===== config.mk =====
export PLATFORM = sky130hd
export DESIGN_NAME = afc_ctrl
export DESIGN_NICKNAME = d
export VERILOG_FILES = /design/src/afc_pkg.sv /design/src/afc_fifo.sv /design/src/afc_ctrl.sv
export SDC_FILE = /design/constraint.sdc
export NUM_CORES = 1
export LEC_CHECK = 0
export ABC_AREA = 1
export BUFFER_PORTS_ARGS = -buffer_cell sky130_fd_sc_hd__buf_2
export CAP_MARGIN = 20
export CORE_ASPECT_RATIO = 2
export CORE_MARGIN = 1.5
export CORE_UTILIZATION = 25
export DETAILED_ROUTE_END_ITERATION = 10
export GPL_ROUTABILITY_DRIVEN = 0
export PLACE_DENSITY_LB_ADDON = 0.1
export SKIP_LAST_GASP = 1
export SYNTH_ARGS = -nofsm -noshare
export SYNTH_HDL_FRONTEND = slang
export SYNTH_SLANG_ARGS = --single-unit

===== constraint.sdc =====
create_clock -name I_SYS_CLK -period 7.4 [get_ports I_SYS_CLK]
set_input_delay 0.37 -clock I_SYS_CLK [delete_from_list [all_inputs] [get_ports I_SYS_CLK]]
set_output_delay 0.37 -clock I_SYS_CLK [all_outputs]
set_load 0.005 [all_outputs]

===== src/afc_pkg.sv =====
package afc_pkg;

  // ---------------------------------------------------------------
  // widths and depths
  // ---------------------------------------------------------------
  localparam int CR_W = 10;
  localparam int DATA_W = 12;
  localparam int FIFO_DEPTH = 16;
  localparam int CNT_W = 5;
  localparam int CHAN_W = 2;

  // ---------------------------------------------------------------
  // register select field on the data bus during a write
  // ---------------------------------------------------------------
  localparam int REG_SEL_HI = 11;
  localparam int REG_SEL_LO = 10;
  localparam logic [1:0] REG_SEL_CR0 = 2'h0;
  localparam logic [1:0] REG_SEL_CR1 = 2'h1;

  // ---------------------------------------------------------------
  // reset values and timing
  // ---------------------------------------------------------------
  localparam logic [CR_W-1:0] CR0_RESET = 10'h000;
  localparam logic [CR_W-1:0] CR1_RESET = 10'h030;
  localparam logic [2:0] STARTUP_CYCLES = 3'h5;
  localparam logic [DATA_W-1:0] MID_CODE = 12'h800;
  localparam logic [1:0] RB_DONE = 2'h2;

  // ---------------------------------------------------------------
  // channel configuration field positions in control register 0
  // ---------------------------------------------------------------
  localparam int CR0_SCAN = 7;
  localparam int CR0_CFG_HI = 6;
  localparam int CR0_CFG_LO = 3;

  // ---------------------------------------------------------------
  // control register 1 layout
  // ---------------------------------------------------------------
  typedef struct packed {
    logic config_readback_en;
    logic offset_cal;
    logic number_format_sel;
    logic rw_combined;
    logic dav_polarity;
    logic dav_pulse;
    logic fill_threshold_msb;
    logic fill_threshold_lsb;
    logic fifo_clear_cmd;
    logic soft_reset;
  } afc_cr1_t;

  typedef struct packed {
    logic [1:0] reg_sel;
    logic [CR_W-1:0] value;
  } afc_bus_word_t;

  // number of channels from the scan and config bits of register 0
  function automatic logic [2:0] afc_chan_count(input logic [CR_W-1:0] cr0);
    logic [3:0] cfg;
    cfg = cr0[CR0_CFG_HI:CR0_CFG_LO];
    afc_chan_count = 3'h1;
    if (cr0[CR0_SCAN]) begin
      case (cfg)
        4'h1, 4'h5, 4'h9: afc_chan_count = 3'h2;
        4'h2, 4'h6: afc_chan_count = 3'h3;
        4'h3: afc_chan_count = 3'h4;
        default: afc_chan_count = 3'h1;
      endcase
    end
  endfunction

  // trigger level in samples; reserved code falls back to the smallest
  function automatic logic [CNT_W-1:0] afc_trig_level(input logic [2:0] nch,
                                                      input logic [1:0] code);
    afc_trig_level = 5'h01;
    case (nch)
      3'h2: begin
        case (code)
          2'h0: afc_trig_level = 5'h02;
          2'h1: afc_trig_level = 5'h04;
          2'h2: afc_trig_level = 5'h08;
          default: afc_trig_level = 5'h0C;
        endcase
      end
      3'h3: begin
        case (code)
          2'h0: afc_trig_level = 5'h03;
          2'h1: afc_trig_level = 5'h06;
          2'h2: afc_trig_level = 5'h09;
          default: afc_trig_level = 5'h0C;
        endcase
      end
      3'h4: begin
        case (code)
          2'h1: afc_trig_level = 5'h08;
          2'h2: afc_trig_level = 5'h0C;
          default: afc_trig_level = 5'h04;
        endcase
      end
      default: begin
        case (code)
          2'h0: afc_trig_level = 5'h01;
          2'h1: afc_trig_level = 5'h04;
          2'h2: afc_trig_level = 5'h08;
          default: afc_trig_level = 5'h0E;
        endcase
      end
    endcase
  endfunction

endpackage


===== src/afc_fifo.sv =====
`timescale 1ns/100ps
module afc_fifo import afc_pkg::*; #(
  parameter int WIDTH = 12,
  parameter int DEPTH = 8
) (
  input wire logic i_clk,
  input wire logic i_rst,
  input wire logic i_clear,
  input wire logic i_in_valid,
  output logic o_in_ready,
  input wire logic [WIDTH-1:0] i_in_data,
  output logic o_out_valid,
  input wire logic i_out_ready,
  output logic [WIDTH-1:0] o_out_data,
  output logic [$clog2(DEPTH+1)-1:0] o_count
);

  localparam int AW = $clog2(DEPTH);
  localparam int CW = $clog2(DEPTH+1);
  localparam logic [CW-1:0] FULL_COUNT = CW'(DEPTH);
  localparam logic [AW-1:0] LAST_IDX = AW'(DEPTH - 1);

  logic [WIDTH-1:0] mem [DEPTH];
  logic [AW-1:0] wr_idx;
  logic [AW-1:0] rd_idx;
  logic [CW-1:0] count;
  logic push;
  logic pop;

  assign o_in_ready = (count != FULL_COUNT);
  assign o_out_valid = (count != '0);
  assign o_out_data = mem[rd_idx];
  assign o_count = count;
  assign push = i_in_valid & o_in_ready;
  assign pop = i_out_ready & o_out_valid;

  // ---------------------------------------------------------------
  // storage
  // ---------------------------------------------------------------
  always_ff @(posedge i_clk) begin
    if (push) begin
      mem[wr_idx] <= i_in_data;
    end
  end

  // ---------------------------------------------------------------
  // pointers and fill
  // ---------------------------------------------------------------
  always_ff @(posedge i_clk) begin
    if (i_rst || i_clear) begin
      wr_idx <= '0;
      rd_idx <= '0;
      count <= '0;
    end else begin
      if (push) begin
        wr_idx <= (wr_idx == LAST_IDX) ? '0 : wr_idx + 1'b1;
      end
      if (pop) begin
        rd_idx <= (rd_idx == LAST_IDX) ? '0 : rd_idx + 1'b1;
      end
      if (push && !pop) begin
        count <= count + 1'b1;
      end else if (pop && !push) begin
        count <= count - 1'b1;
      end
    end
  end

endmodule // afc_fifo


===== src/afc_ctrl.sv =====
`timescale 1ns/100ps
module afc_ctrl import afc_pkg::*; (
  input wire logic I_SYS_CLK,
  input wire logic I_SYS_RST,
  input wire logic I_SELECT_LOW_N,
  input wire logic I_SELECT_HIGH,
  input wire logic I_RD_N,
  input wire logic I_WR_N,
  input wire logic [DATA_W-1:0] I_DATA,
  output logic [DATA_W-1:0] O_DATA,
  output logic O_DATA_OE_N,
  input wire logic I_CONV_VALID,
  input wire logic [DATA_W-1:0] I_CONV_DATA,
  output logic O_CONV_READY,
  output logic [CHAN_W-1:0] O_CHAN_IDX,
  output logic O_ZERO_INPUT,
  output logic O_SAMPLES_READY
);

  // ---------------------------------------------------------------
  // declarations
  // ---------------------------------------------------------------
  logic sel;
  logic rd_int;
  logic wr_int;
  logic rd_int_q;
  logic wr_int_q;
  logic rd_start;
  logic wr_start;
  afc_bus_word_t bus_word;
  afc_cr1_t wdata;
  logic wr_cr0;
  logic wr_cr1;
  logic soft_rst;
  logic srst;
  logic fifo_clr;
  logic [CR_W-1:0] cr0;
  afc_cr1_t cr1;
  afc_cr1_t cr1_read;
  logic [2:0] startup;
  logic cal_pending;
  logic [DATA_W-1:0] corr;
  logic [DATA_W-1:0] corrected;
  logic conv_take;
  logic [CHAN_W-1:0] chan_idx;
  logic [CHAN_W-1:0] next_chan_idx;
  logic [2:0] nch;
  logic overrun;
  logic [1:0] rb_cnt;
  logic rb_active;
  logic fifo_in_valid;
  logic fifo_in_ready;
  logic fifo_out_valid;
  logic fifo_pop;
  logic [DATA_W-1:0] fifo_out_data;
  logic [CNT_W-1:0] fill;
  logic [CNT_W-1:0] tl;
  logic armed;
  logic [CNT_W-1:0] reads_left;
  logic dav_active;
  logic trig_hit;
  logic next_dav_active;
  localparam afc_cr1_t CR1_INIT = afc_cr1_t'(CR1_RESET);

  // ---------------------------------------------------------------
  // bus strobe decode
  // ---------------------------------------------------------------
  always_comb begin
    sel = ~I_SELECT_LOW_N & I_SELECT_HIGH;
    if (cr1.rw_combined) begin
      rd_int = sel & I_WR_N;
      wr_int = sel & ~I_WR_N;
    end else begin
      rd_int = sel & ~I_RD_N & I_WR_N;
      wr_int = sel & ~I_WR_N & I_RD_N;
    end
  end

  always_ff @(posedge I_SYS_CLK) begin
    if (I_SYS_RST) begin
      rd_int_q <= 1'b0;
      wr_int_q <= 1'b0;
    end else begin
      rd_int_q <= rd_int;
      wr_int_q <= wr_int;
    end
  end

  assign rd_start = rd_int & ~rd_int_q;
  assign wr_start = wr_int & ~wr_int_q;
  assign bus_word = afc_bus_word_t'(I_DATA);
  assign wdata = afc_cr1_t'(bus_word.value);
  assign wr_cr0 = wr_start & (bus_word.reg_sel == REG_SEL_CR0);
  assign wr_cr1 = wr_start & (bus_word.reg_sel == REG_SEL_CR1);
  assign soft_rst = wr_cr1 & wdata.soft_reset;
  assign srst = I_SYS_RST | soft_rst;
  assign fifo_clr = wr_cr1 & wdata.fifo_clear_cmd & ~wdata.soft_reset;

  // ---------------------------------------------------------------
  // control registers
  // ---------------------------------------------------------------
  always_ff @(posedge I_SYS_CLK) begin
    if (srst) begin
      cr0 <= CR0_RESET;
    end else if (wr_cr0) begin
      cr0 <= bus_word.value;
    end
  end

  always_ff @(posedge I_SYS_CLK) begin
    if (srst) begin
      cr1 <= afc_cr1_t'(CR1_RESET);
    end else if (wr_cr1) begin
      cr1 <= wdata;
      cr1.soft_reset <= 1'b0;
      cr1.fifo_clear_cmd <= 1'b0;
    end
  end

  // ---------------------------------------------------------------
  // start-up delay after reset
  // ---------------------------------------------------------------
  always_ff @(posedge I_SYS_CLK) begin
    if (srst) begin
      startup <= STARTUP_CYCLES;
    end else if (startup != '0) begin
      startup <= startup - 1'b1;
    end
  end

  assign conv_take = I_CONV_VALID & (startup == '0);

  // ---------------------------------------------------------------
  // offset calibration
  // ---------------------------------------------------------------
  always_ff @(posedge I_SYS_CLK) begin
    if (srst) begin
      cal_pending <= 1'b0;
      corr <= '0;
    end else begin
      if (conv_take && cal_pending) begin
        corr <= I_CONV_DATA - MID_CODE;
        cal_pending <= 1'b0;
      end
      if (wr_cr1 && wdata.offset_cal) begin
        cal_pending <= 1'b1;
      end
    end
  end

  assign corrected = I_CONV_DATA - corr;

  // ---------------------------------------------------------------
  // channel sequencing
  // ---------------------------------------------------------------
  assign nch = afc_chan_count(cr0);

  always_comb begin
    next_chan_idx = chan_idx;
    if (conv_take && !cal_pending) begin
      if (3'(chan_idx) + 3'h1 >= nch) begin
        next_chan_idx = '0;
      end else begin
        next_chan_idx = chan_idx + 1'b1;
      end
    end
  end

  always_ff @(posedge I_SYS_CLK) begin
    if (srst || fifo_clr || wr_cr0) begin
      chan_idx <= '0;
    end else begin
      chan_idx <= next_chan_idx;
    end
  end

  // ---------------------------------------------------------------
  // sample fifo
  // ---------------------------------------------------------------
  assign fifo_in_valid = conv_take & ~cal_pending;
  assign rb_active = cr1.config_readback_en & (rb_cnt != RB_DONE);
  assign fifo_pop = rd_start & ~rb_active & fifo_out_valid;

  afc_fifo #(
    .WIDTH(DATA_W),
    .DEPTH(FIFO_DEPTH)
  ) u_fifo (
    .i_clk(I_SYS_CLK),
    .i_rst(srst),
    .i_clear(fifo_clr),
    .i_in_valid(fifo_in_valid),
    .o_in_ready(fifo_in_ready),
    .i_in_data(corrected),
    .o_out_valid(fifo_out_valid),
    .i_out_ready(fifo_pop),
    .o_out_data(fifo_out_data),
    .o_count(fill)
  );

  // ---------------------------------------------------------------
  // overrun flag
  // ---------------------------------------------------------------
  always_ff @(posedge I_SYS_CLK) begin
    if (srst) begin
      overrun <= 1'b0;
    end else if (fifo_in_valid && !fifo_in_ready) begin
      overrun <= 1'b1;
    end else if (rd_start && rb_active && rb_cnt != '0) begin
      overrun <= 1'b0;
    end
  end

  // ---------------------------------------------------------------
  // readback sequence
  // ---------------------------------------------------------------
  always_ff @(posedge I_SYS_CLK) begin
    if (srst) begin
      rb_cnt <= '0;
    end else if (wr_cr1 && wdata.config_readback_en) begin
      rb_cnt <= '0;
    end else if (rd_start && rb_active) begin
      rb_cnt <= rb_cnt + 1'b1;
    end
  end

  always_comb begin
    cr1_read = cr1;
    cr1_read.soft_reset = 1'b0;
    cr1_read.fifo_clear_cmd = overrun;
  end

  // ---------------------------------------------------------------
  // data output
  // ---------------------------------------------------------------
  always_ff @(posedge I_SYS_CLK) begin
    if (I_SYS_RST) begin
      O_DATA <= '0;
    end else if (rd_start) begin
      if (rb_active && rb_cnt == '0) begin
        O_DATA <= {REG_SEL_CR0, cr0};
      end else if (rb_active) begin
        O_DATA <= {REG_SEL_CR1, CR_W'(cr1_read)};
      end else if (cr1.number_format_sel) begin
        O_DATA <= fifo_out_data;
      end else begin
        O_DATA <= {~fifo_out_data[DATA_W-1], fifo_out_data[DATA_W-2:0]};
      end
    end
  end

  always_ff @(posedge I_SYS_CLK) begin
    if (I_SYS_RST) begin
      O_DATA_OE_N <= 1'b1;
    end else begin
      O_DATA_OE_N <= ~rd_int;
    end
  end

  // ---------------------------------------------------------------
  // samples-ready trigger
  // ---------------------------------------------------------------
  assign tl = afc_trig_level(nch, {cr1.fill_threshold_msb, cr1.fill_threshold_lsb});
  assign trig_hit = armed & (fill >= tl);

  always_ff @(posedge I_SYS_CLK) begin
    if (srst || fifo_clr) begin
      armed <= 1'b1;
      reads_left <= '0;
    end else if (trig_hit) begin
      armed <= 1'b0;
      reads_left <= tl;
    end else if (fifo_pop && reads_left != '0) begin
      reads_left <= reads_left - 1'b1;
      if (reads_left == 5'h01) begin
        armed <= 1'b1;
      end
    end
  end

  always_comb begin
    next_dav_active = dav_active;
    if (trig_hit) begin
      next_dav_active = 1'b1;
    end else if (cr1.dav_pulse) begin
      next_dav_active = 1'b0;
    end else if (fifo_pop) begin
      next_dav_active = 1'b0;
    end
  end

  always_ff @(posedge I_SYS_CLK) begin
    if (srst || fifo_clr) begin
      dav_active <= 1'b0;
    end else begin
      dav_active <= next_dav_active;
    end
  end

  always_ff @(posedge I_SYS_CLK) begin
    if (srst || fifo_clr) begin
      O_SAMPLES_READY <= ~CR1_INIT.dav_polarity;
    end else begin
      O_SAMPLES_READY <= cr1.dav_polarity ? next_dav_active : ~next_dav_active;
    end
  end

  // ---------------------------------------------------------------
  // converter side outputs
  // ---------------------------------------------------------------
  always_ff @(posedge I_SYS_CLK) begin
    if (srst) begin
      O_CHAN_IDX <= '0;
      O_ZERO_INPUT <= 1'b0;
      O_CONV_READY <= 1'b0;
    end else begin
      O_CHAN_IDX <= (srst || fifo_clr || wr_cr0) ? '0 : next_chan_idx;
      O_ZERO_INPUT <= cal_pending & ~(conv_take & cal_pending) |
                      (wr_cr1 & wdata.offset_cal);
      O_CONV_READY <= (startup <= 3'h1) & ~fifo_clr &
                      ((fill < 5'(FIFO_DEPTH)) | fifo_pop);
    end
  end

endmodule // afc_ctrl


# Word-level counts from Yosys, hierarchy flattened
# Memory sizes are Yosys's and may differ from the RTL's. A register that Yosys moved wholly into a read port is not among the register bits.
# Index checks and enable logic that the tools add are counted.
# Widths: inputs -> output; s select.
[classes]
order_cmp = 4
add_sub_neg = 11
eq_ne = 17
bitwise_logic = 42
mux = 36
reduce_logical = 34
[ops]
columns = ["cell", "count"]
rows = [
  ["$mux 12", 3],
  ["$pmux 4 s3", 3],
  ["$and 1x1->1", 26],
  ["$mux 5", 4],
  ["$mux 4", 4],
  ["$mux 1", 15],
  ["$pmux 5 s3", 1],
  ["$not 1->1", 13],
  ["$eq 4x4->1 const B", 3],
  ["$reduce_bool 2->1", 6],
  ["$sub 12x12->12", 1],
  ["$sub 12x12->12 const B", 1],
  ["$logic_and 1x1->1", 11],
  ["$reduce_bool 5->1", 2],
  ["$sub 5x1->5 const B", 2],
  ["$pmux 3 s3", 1],
  ["$add 4x1->4 const B", 2],
  ["$eq 4x2->1 const B", 2],
  ["$eq 4x3->1 const B", 2],
  ["$pmux 4 s2", 1],
  ["$eq 3x2->1 const B", 2],
  ["$logic_not 2->1", 3],
  ["$mux 2", 3],
  ["$add 5x1->5 const B", 1],
  ["other kinds (23)", 32],
]
[totals]
ram_bits = 192
register_bits = 79
in_bits = 31
mem_count = 1
[memory_table]
columns = ["memory", "words", "width", "read_ports", "rd_ports_with_merged_regs", "write_ports", "line", "source"]
rows = [
  ["u_fifo.mem", 16, 12, 1, 1, 1, "afc_fifo.sv:23", "logic [WIDTH-1:0] mem [DEPTH];"],
]

# Logic depth before layout (Yosys ltp)
# Gate-level depths: netlist (run 1).
[logic_depth]
depth_word = 13
mapped_depth = 19

# By module
# A second synthesis (run 1) with hierarchy kept.
[unflattened]
hier_cells = 1398
hier_area_um2 = 12833.6
[by_module_without_submodules]
columns = ["mod", "cells_per_inst", "seq_area_each_um2", "n_inst", "area_each_um2"]
rows = [
  ["afc_fifo", 858, 6105.9, 1, 8934.8],
  ["afc_ctrl", 540, 1321.3, 1, 3898.7],
]

# Least setup slack after synthesis (run 1)
# No wires, ideal clock.
[synth_timing]
kind = "register to register"
start = "reg startup[0]"
end = "reg u_fifo.count[4], in the netlist u_fifo.o_count[4]"
path_slack_ps = 4887
setup_ps = 70
t_arrival_ps = 2443
path_stages_with_launch = 19
t_required_ps = 7330
path_cell_list = "dfxtp_1 -> inv_1 -> ha_1 -> inv_1 -> nor2_4 -> nand3b_1 -> inv_1 -> nand2_1 -> inv_2 -> ha_1 -> inv_1 -> fa_1 -> nand2_1 -> nand2_1 -> a21oi_1 -> o21ai_0 -> a21oi_1 -> o21ai_0 -> a21oi_1"
[synth_between]
elab_chain_len = 7
elab_cells_between_ends = 9
classes_between = "mux: 1; bitwise: 3; reduce/logical: 5"
[synth_lines]
columns = ["element", "line", "source"]
rows = [
  ["start: declaration", "afc_ctrl.sv:40", "logic [2:0] startup;"],
  ["start signal: assignment", "afc_ctrl.sv:127", "startup <= startup - 1'b1;"],
  ["$logic_not 3->1 (*)", "afc_ctrl.sv:131", "assign conv_take = I_CONV_VALID & (startup == '0);"],
  ["$and 1x1->1 (*)", "afc_ctrl.sv:131", ""],
  ["$and 1x1->1 (*)", "afc_ctrl.sv:180", "assign fifo_in_valid = conv_take & ~cal_pending;"],
  ["$and 1x1->1 (*)", "afc_fifo.sv:34", "assign push = i_in_valid & o_in_ready;"],
  ["net u_fifo.push", "afc_fifo.sv:27", "logic push;"],
  ["$logic_not 1->1", "afc_fifo.sv:63", "end else if (pop && !push) begin"],
  ["$logic_and 1x1->1", "afc_fifo.sv:63", ""],
  ["$reduce_bool 2->1 (no line)", "-", ""],
  ["end signal: assignment", "afc_fifo.sv:62", "count <= count + 1'b1;"],
  ["end signal: assignment", "afc_fifo.sv:64", "count <= count - 1'b1;"],
  ["end: declaration", "afc_fifo.sv:26", "logic [CW-1:0] count;"],
]
# The timed path passes the listed nets; every way through them passes the cells marked *.
# A chain may end at the register's enable or synchronous reset.

# Worst setup path in the final report (run 1)
# Same ends and word-level chain as after synthesis.

==> impl_metrics.env, run 1 <==
export IMPL_cp_slowest_cell="fa_1"
export IMPL_die_w_um=160
export IMPL_end_kind="flop"
export IMPL_io_pins=49
export IMPL_drt_initial_drc_count=412
export IMPL_seq_area_frac_synth=0.603
export IMPL_ys_ff_latch=275
export IMPL_place_area_sq_um=13300
export IMPL_cp_required_ns=7.88
export IMPL_setup_viol=0
export IMPL_core_sq_um=48500
export IMPL_cts_sinks=275
export IMPL_die_area_sq_um=50700
export IMPL_top_layer="met4"
export IMPL_grt_max_degree=77
export IMPL_finalSetupTns_ns=0
export IMPL_min_path_type="in -> reg"
export IMPL_skew_ns=0.00776
export IMPL_syn_num_nets=1326
export IMPL_antennaDiodeCount=0
export IMPL_grt_pass1_wl_um=57500
export IMPL_wl_um=38400
export IMPL_syn_avg_cell_area_sq_um=9.82
export IMPL_cts_tree="built"
export IMPL_synth_warnings=0
export IMPL_worst_skew_pair_late_latency_ns=0.55
export IMPL_drt_pass1_iterations=5
export IMPL_routed_via_density=4.47
export IMPL_rsz0062_at_grt="no"
export IMPL_wl_met1_um=14000
export IMPL_p_leak_nw=5.15
export IMPL_wl_met2_um=22400
export IMPL_period_minus_slack_ns=3.15
export IMPL_grt_pass1_vias=8952
export IMPL_root_buffer="clkbuf_16"
export IMPL_finalInstanceArea_sq_um=14100
export IMPL_cts_buffers=26
export IMPL_layout_commonest_cell="nand2_1"
export IMPL_rows=114
export IMPL_fin_nets=1377
export IMPL_hold_viol_final=0
export IMPL_drv_cap=0
export IMPL_dr_wl_met3_um=918
export IMPL_final_max_slew_viol_count=0
export IMPL_outcome="complete, no violations"
export IMPL_ir_worst_vdd_uv=149
export IMPL_max_slew_worst_pin_slew_ns=1.04
export IMPL_critPathLaunchType="flop"
export IMPL_layout_common_cells="196 x nand2_1, 192 x edfxtp_1, 157 x nor2_1, 130 x inv_1, 107 x o21ai_0"
export IMPL_areaGrowthSynthToFinish_pct=14.5
export IMPL_critPathBufInv=5
export IMPL_syn_cell_area_sq_um=12300
export IMPL_fin_crit_sh=0.426
export IMPL_die_y_um=317
export IMPL_fmax_mhz=317
export IMPL_worst_path_most_repeated_cell="inv_1"
export IMPL_postCtsSetupRepairBufs=0
export IMPL_clockBufferDepth=3
export IMPL_antenna_found_initial=0
export IMPL_hold_buffers=0
export IMPL_wl_per_cell_um=19.6
export IMPL_cts_resized_gates=0
export IMPL_fill_cells=5187
export IMPL_path_cells="inv_1 > ha_1 > inv_1 > nor2_4 > nand3b_1 > inv_1 > nand2_1 > inv_2 > ha_1 > inv_1 > fa_1 > nand2_1 > nand2_1 > a21oi_1 > o21ai_0 > a21oi_1 > o21ai_0 > a21oi_1"
export IMPL_start_util=0.254
export IMPL_ant_nets=0
export IMPL_max_stage_delay_ns=0.39
export IMPL_ys_types=42
export IMPL_path_class="reg -> reg"
export IMPL_clk_pin_slew_worst_paths_ns=0.07
export IMPL_drive_gt1_frac=0.105
export IMPL_dp_hpwl_um=26300
export IMPL_remaining_drc_errors=0
export IMPL_arrival_ns=3.64
export IMPL_port_buffers=48
export IMPL_track_usage=0.153
export IMPL_vias=8773
export IMPL_slew_headroom=0.304
export IMPL_h_tree_depth=1
export IMPL_syn_inst=1253
export IMPL_path_delay_family="simple AND/OR/NAND/NOR gates"
export IMPL_overflow=0
export IMPL_power_density_nw_per_um2=229
export IMPL_crit_fanout=17
==> per-layer routing <==
layer,vias to the layer above,GRT usage
met2,107,0.324
li1,4375,-
met4,0,0.0523
met3,41,0.0142
met5,-,0
met1,4250,0.153
==> power breakdown <==
group | switching [mW] | internal [mW]
registers | 0.0238 | 1.68
logic | 0.174 | 0.0855
clock network | 0.600 | 0.663
==> worst paths after layout <==
kind,startpoint,end,slack [ns],depth (start not counted)
setup / recovery,startup[0]$_SDFFE_PP1P_,u_fifo.o_count[4]$_SDFFE_PP0P_,4.25,18
hold / removal,I_DATA[4],cr1[4]$_SDFFE_PP1P_,0.05,3
setup reg to reg,startup[0]$_SDFFE_PP1P_,u_fifo.o_count[4]$_SDFFE_PP0P_,4.25,18
hold reg to reg,corr[10]$_SDFFE_PP0P_,corr[10]$_SDFFE_PP0P_,0.46,2
==> cell type report <==
cell class / count / area, sq um / share of cell area
Sequential cell: 275 / 7430 / 0.527
Clock buffer: 31 / 691 / 0.0490
Multi-Input combinational cell: 789 / 4130 / 0.293
Tap cell: 638 / 798 / 0.0566
Timing Repair Buffer: 78 / 465 / 0.0330
Clock inverter: 17 / 75.1 / 0.00533
Inverter: 134 / 505 / 0.0359
==> tightest hold or removal path: stages <==
cell	delay (ns)
buf_2	0.09
nand2_1	0.05
nand3_1	0.06
==> kinds of logic (layout without fill, tap and decap cells) <==
| kind of cell | after synthesis | after routing | share of synthesized area |
|---|---|---|---|
| AO/OA/AOI/OAI | 252 | 252 | 0.115 |
| buffers and inverters | 189 | 260 | 0.0625 |
| flip-flops | 275 | 275 | 0.603 |
| XOR/XNOR | 15 | 15 | 0.0107 |
| adder cells (fa/ha/maj) | 42 | 42 | 0.0439 |
| AND/OR/NAND/NOR | 480 | 480 | 0.165 |
==> synthesized netlist by cell type <==
| cell | instances | area share |
|---|---|---|
| ha_1 | 40 | 0.041 |
| xor2_1 | 12 | 0.0085 |
| nor3b_1 | 1 | 0.00061 |
| o211ai_1 | 38 | 0.023 |
| o21bai_1 | 1 | 0.00061 |
| edfxtp_1 | 192 | 0.47 |
| a211oi_1 | 5 | 0.0030 |
| nand3_1 | 81 | 0.033 |
| nand2_2 | 4 | 0.0020 |
| a22oi_1 | 1 | 0.00061 |
| nor2_1 | 157 | 0.048 |
| o21ai_2 | 2 | 0.0014 |
| a21oi_1 | 90 | 0.037 |
| buf_1 | 2 | 0.00061 |
| o21ai_4 | 1 | 0.0013 |
| inv_4 | 1 | 0.00051 |
| fa_1 | 2 | 0.0033 |
| xnor2_1 | 3 | 0.0021 |
| nor2_4 | 3 | 0.0027 |
| o22ai_1 | 2 | 0.0010 |
| o21ai_0 | 107 | 0.044 |
| or2_0 | 1 | 0.00051 |
| o221ai_1 | 1 | 0.00071 |
| inv_2 | 3 | 0.00091 |
| nand4_1 | 18 | 0.0091 |
| clkbuf_1 | 30 | 0.0091 |
| a21boi_0 | 1 | 0.00061 |
| nand3b_1 | 2 | 0.0012 |
| buf_2 | 16 | 0.0065 |
| nand2_1 | 196 | 0.060 |
| inv_1 | 130 | 0.040 |
| o2111ai_1 | 1 | 0.00071 |
| nor3_1 | 7 | 0.0028 |
| or2_2 | 5 | 0.0025 |
| nor2_2 | 1 | 0.00051 |
| nor4_1 | 1 | 0.00051 |
| nand3_2 | 1 | 0.00081 |
| dfxtp_1 | 83 | 0.13 |
| buf_6 | 3 | 0.0027 |
| and3_1 | 2 | 0.0010 |
| o31ai_1 | 2 | 0.0012 |
| buf_4 | 4 | 0.0024 |
==> through the flow <==
stage | total power [mW] | hold WS [ns] | setup WS, ns | util | cells
2_1_floorplan | 1.91 | 0.436 | 4.89 | - | 1253
3_3_place_gp | 2.01 | 0.449 | 4.23 | 0.274 | 1911
3_5_place_dp | 2.01 | 0.454 | 4.28 | 0.275 | 1913
4_1_cts | 3.29 | 0.0236 | 4.25 | 0.291 | 1961
5_1_grt | 3.38 | 0.0393 | 3.85 | 0.291 | 1962
6_report | 3.23 | 0.0533 | 4.25 | 0.291 | 1962
==> state kept, by name, indices dropped and copies added, names as in the netlist, named ones only <==
name and cells:
u_fifo.mem 192, O_DATA 12, corr 12, cr0 10, cr1 8, reads_left 5, u_fifo.o_count 5, u_fifo.rd_idx 4
u_fifo.wr_idx 4, startup 3, O_CHAN_IDX 2, chan_idx 2, rb_cnt 2, O_CONV_READY 1, O_DATA_OE_N 1, O_SAMPLES_READY 1
O_ZERO_INPUT 1, armed 1, cal_pending 1, dav_active 1, overrun 1, rd_int_q 1, wr_int_q 1
No activity file was read; power rests on OpenSTA's default activity.
==> run 2: changes to the inputs <==
==> constraint.sdc (replaced) <==
create_clock -name I_SYS_CLK -period 2.9 [get_ports I_SYS_CLK]
set_input_delay 0.145 -clock I_SYS_CLK [delete_from_list [all_inputs] [get_ports I_SYS_CLK]]
set_output_delay 0.145 -clock I_SYS_CLK [all_outputs]
set_load 0.005 [all_outputs]
==> run 2 against run 1 <==
  * Fmax is 17% higher
  * Clock skew grew 0.016 ns
  * Global-route usage increased by 0.40 points
  * Highest routed layer unchanged
==> impl_metrics.env, run 2 (synthesized netlist as in run 1, its figures left out) <==
export IMPL_root_buffer="clkbuf_16"
export IMPL_clockBufferDepth=3
export IMPL_outcome="complete, no violations"
export IMPL_cts_tree="built"
export IMPL_start_util=0.254
export IMPL_fin_crit_sh=0.928
export IMPL_die_area_sq_um=50700
export IMPL_grt_pass1_wl_um=58900
export IMPL_areaGrowthSynthToFinish_pct=20.4
export IMPL_antennaDiodeCount=0
export IMPL_hold_depth=3
export IMPL_power_density_nw_per_um2=596
export IMPL_rsz0062_at_grt="no"
export IMPL_io_pins=49
export IMPL_hold_slack_ns=0.0260
export IMPL_core_sq_um=48500
export IMPL_max_slew_worst_pin_slew_ns=0.714
export IMPL_overflow=0
export IMPL_path_cells="inv_1 > ha_1 > or2_2 > nand2_4 > nor2_4 > inv_4 > ha_1 > inv_1 > fa_1 > nand2_1 > nand2_1 > a21oi_2 > o21ai_0 > a21oi_1 > o21ai_0 > a21oi_1"
export IMPL_drv_cap=0
export IMPL_place_area_sq_um=13600
export IMPL_path_class="reg -> reg"
export IMPL_fin_nets=1438
export IMPL_remaining_drc_errors=0
export IMPL_drt_initial_drc_count=437
export IMPL_routed_via_density=4.48
export IMPL_skew_ns=0.0238
export IMPL_grt_pass1_vias=9505
export IMPL_dp_hpwl_um=27300
export IMPL_layout_common_cells="196 x nand2_1, 192 x edfxtp_1, 157 x nor2_1, 130 x inv_1, 105 x o21ai_0"
export IMPL_reg_top3="u_fifo.mem (192), O_DATA (12), corr (12)"
export IMPL_r2r_cells=16
export IMPL_end_kind="flop"
export IMPL_grt_max_degree=86
export IMPL_die_w_um=160
export IMPL_slew_headroom=0.523
export IMPL_max_stage_delay_ns=0.39
export IMPL_wl_um=39400
export IMPL_hold_viol_final=0
export IMPL_h_tree_depth=1
export IMPL_cp_required_ns=3.38
export IMPL_layout_commonest_cell="nand2_1"
export IMPL_finalNonFillerCells=2022
export IMPL_cts_sinks=275
export IMPL_p_leak_nw=5.49
export IMPL_crit_fanout=7
export IMPL_ir_worst_vdd_uv=515
export IMPL_ant_nets=0
export IMPL_finalInstanceArea_sq_um=14800
export IMPL_rows=114
export IMPL_setup_viol=0
export IMPL_cp_slowest_cell="fa_1"
export IMPL_track_usage=0.158
export IMPL_drive_gt1_frac=0.123
export IMPL_dp_cells=1943
export IMPL_drt_pass1_iterations=4
export IMPL_arrival_ns=3.17
export IMPL_largest_reg_flops=192
export IMPL_vias=9060
export IMPL_worst_skew_pair_late_latency_ns=0.56
export IMPL_top_register="u_fifo.mem"
export IMPL_cts_buffers=26
export IMPL_fmax_mhz=371
export IMPL_total_power_mw=8.83
export IMPL_final_max_slew_viol_count=0
export IMPL_critPathLaunchType="flop"
export IMPL_wl_per_cell_um=19.5
export IMPL_clk_pin_slew_worst_paths_ns=0.07
export IMPL_min_path_type="in -> reg"
export IMPL_antenna_found_initial=0
export IMPL_finalSetupTns_ns=0
export IMPL_die_y_um=317
export IMPL_period_minus_slack_ns=2.69
export IMPL_port_buffers=48
==> run 2: cell count changes in the layout (fill, tap and decap cells not counted), sizes merged <==
cell         change
buf             +30
bufinv           +5
clkbuf           +5
clkinv          -10
clkinvlp         -1
dlygate4sd3     +31
==> run 2: worst paths after layout <==
kind / slack, ns / start / end
hold reg to reg: 0.46 / corr[3]$_SDFFE_PP0P_ / corr[3]$_SDFFE_PP0P_
setup / recovery: 0.21 / rb_cnt[0]$_SDFFE_PP0P_ / u_fifo.o_count[4]$_SDFFE_PP0P_
hold / removal: 0.03 / I_CONV_VALID / corr[6]$_SDFFE_PP0P_
setup reg to reg: 0.21 / rb_cnt[0]$_SDFFE_PP0P_ / u_fifo.o_count[4]$_SDFFE_PP0P_
==> run 2: per-layer routing <==
metal	global-route usage	part of all wire
met1	0.152	0.35
met2	0.315	0.56
met3	0.0201	0.031
met4	0.0932	0.059
met5	0	0
==> run 2: where the power goes <==
part	internal, mW	total, mW	leakage [nW]	switching [mW]
Clock	2.20	3.74	0.435	1.55
Combinational	0.263	0.735	2.66	0.472
Sequential	4.30	4.35	2.40	0.0526
==> run 2: worst max-delay path, delay by kind of cell, from the launching register on <==
family | cells | cell delay [ns]
adders and majority gates | 3 | 0.74
buffers and inverters | 3 | 0.25
and+or+nand+nor | 5 | 0.70
DFF | 1 | 0.33
AOI/OAI and AO/OA | 5 | 0.59
==> run 2: area by class of cell <==
type                            instances  area, sq um
Sequential cell                       275         7430
Clock inverter                         11          181
Tap cell                              638          798
Fill cell                            5148        33700
Multi-Input combinational cell        789         4130
Timing Repair Buffer                  139         1040
Inverter                              134          508
Clock buffer                           36          729
==> run 2: timing repair <==
action / 4_1_cts / 5_1_grt
endpoints found under the setup margin: 0 / 6
setup buffers: 0 / 1
resized for setup: 0 / 6
hold buffers: 31 / 0
endpoints found under the hold margin: 46 / 0
==> run 2: metrics by stage <==
step	util	setup WS (ns)
floorplan	-	0.387
global placement	0.280	0.177
detailed placement	0.280	0.119
CTS	0.305	0.100
global route	0.306	0.00499
finish	0.306	0.208
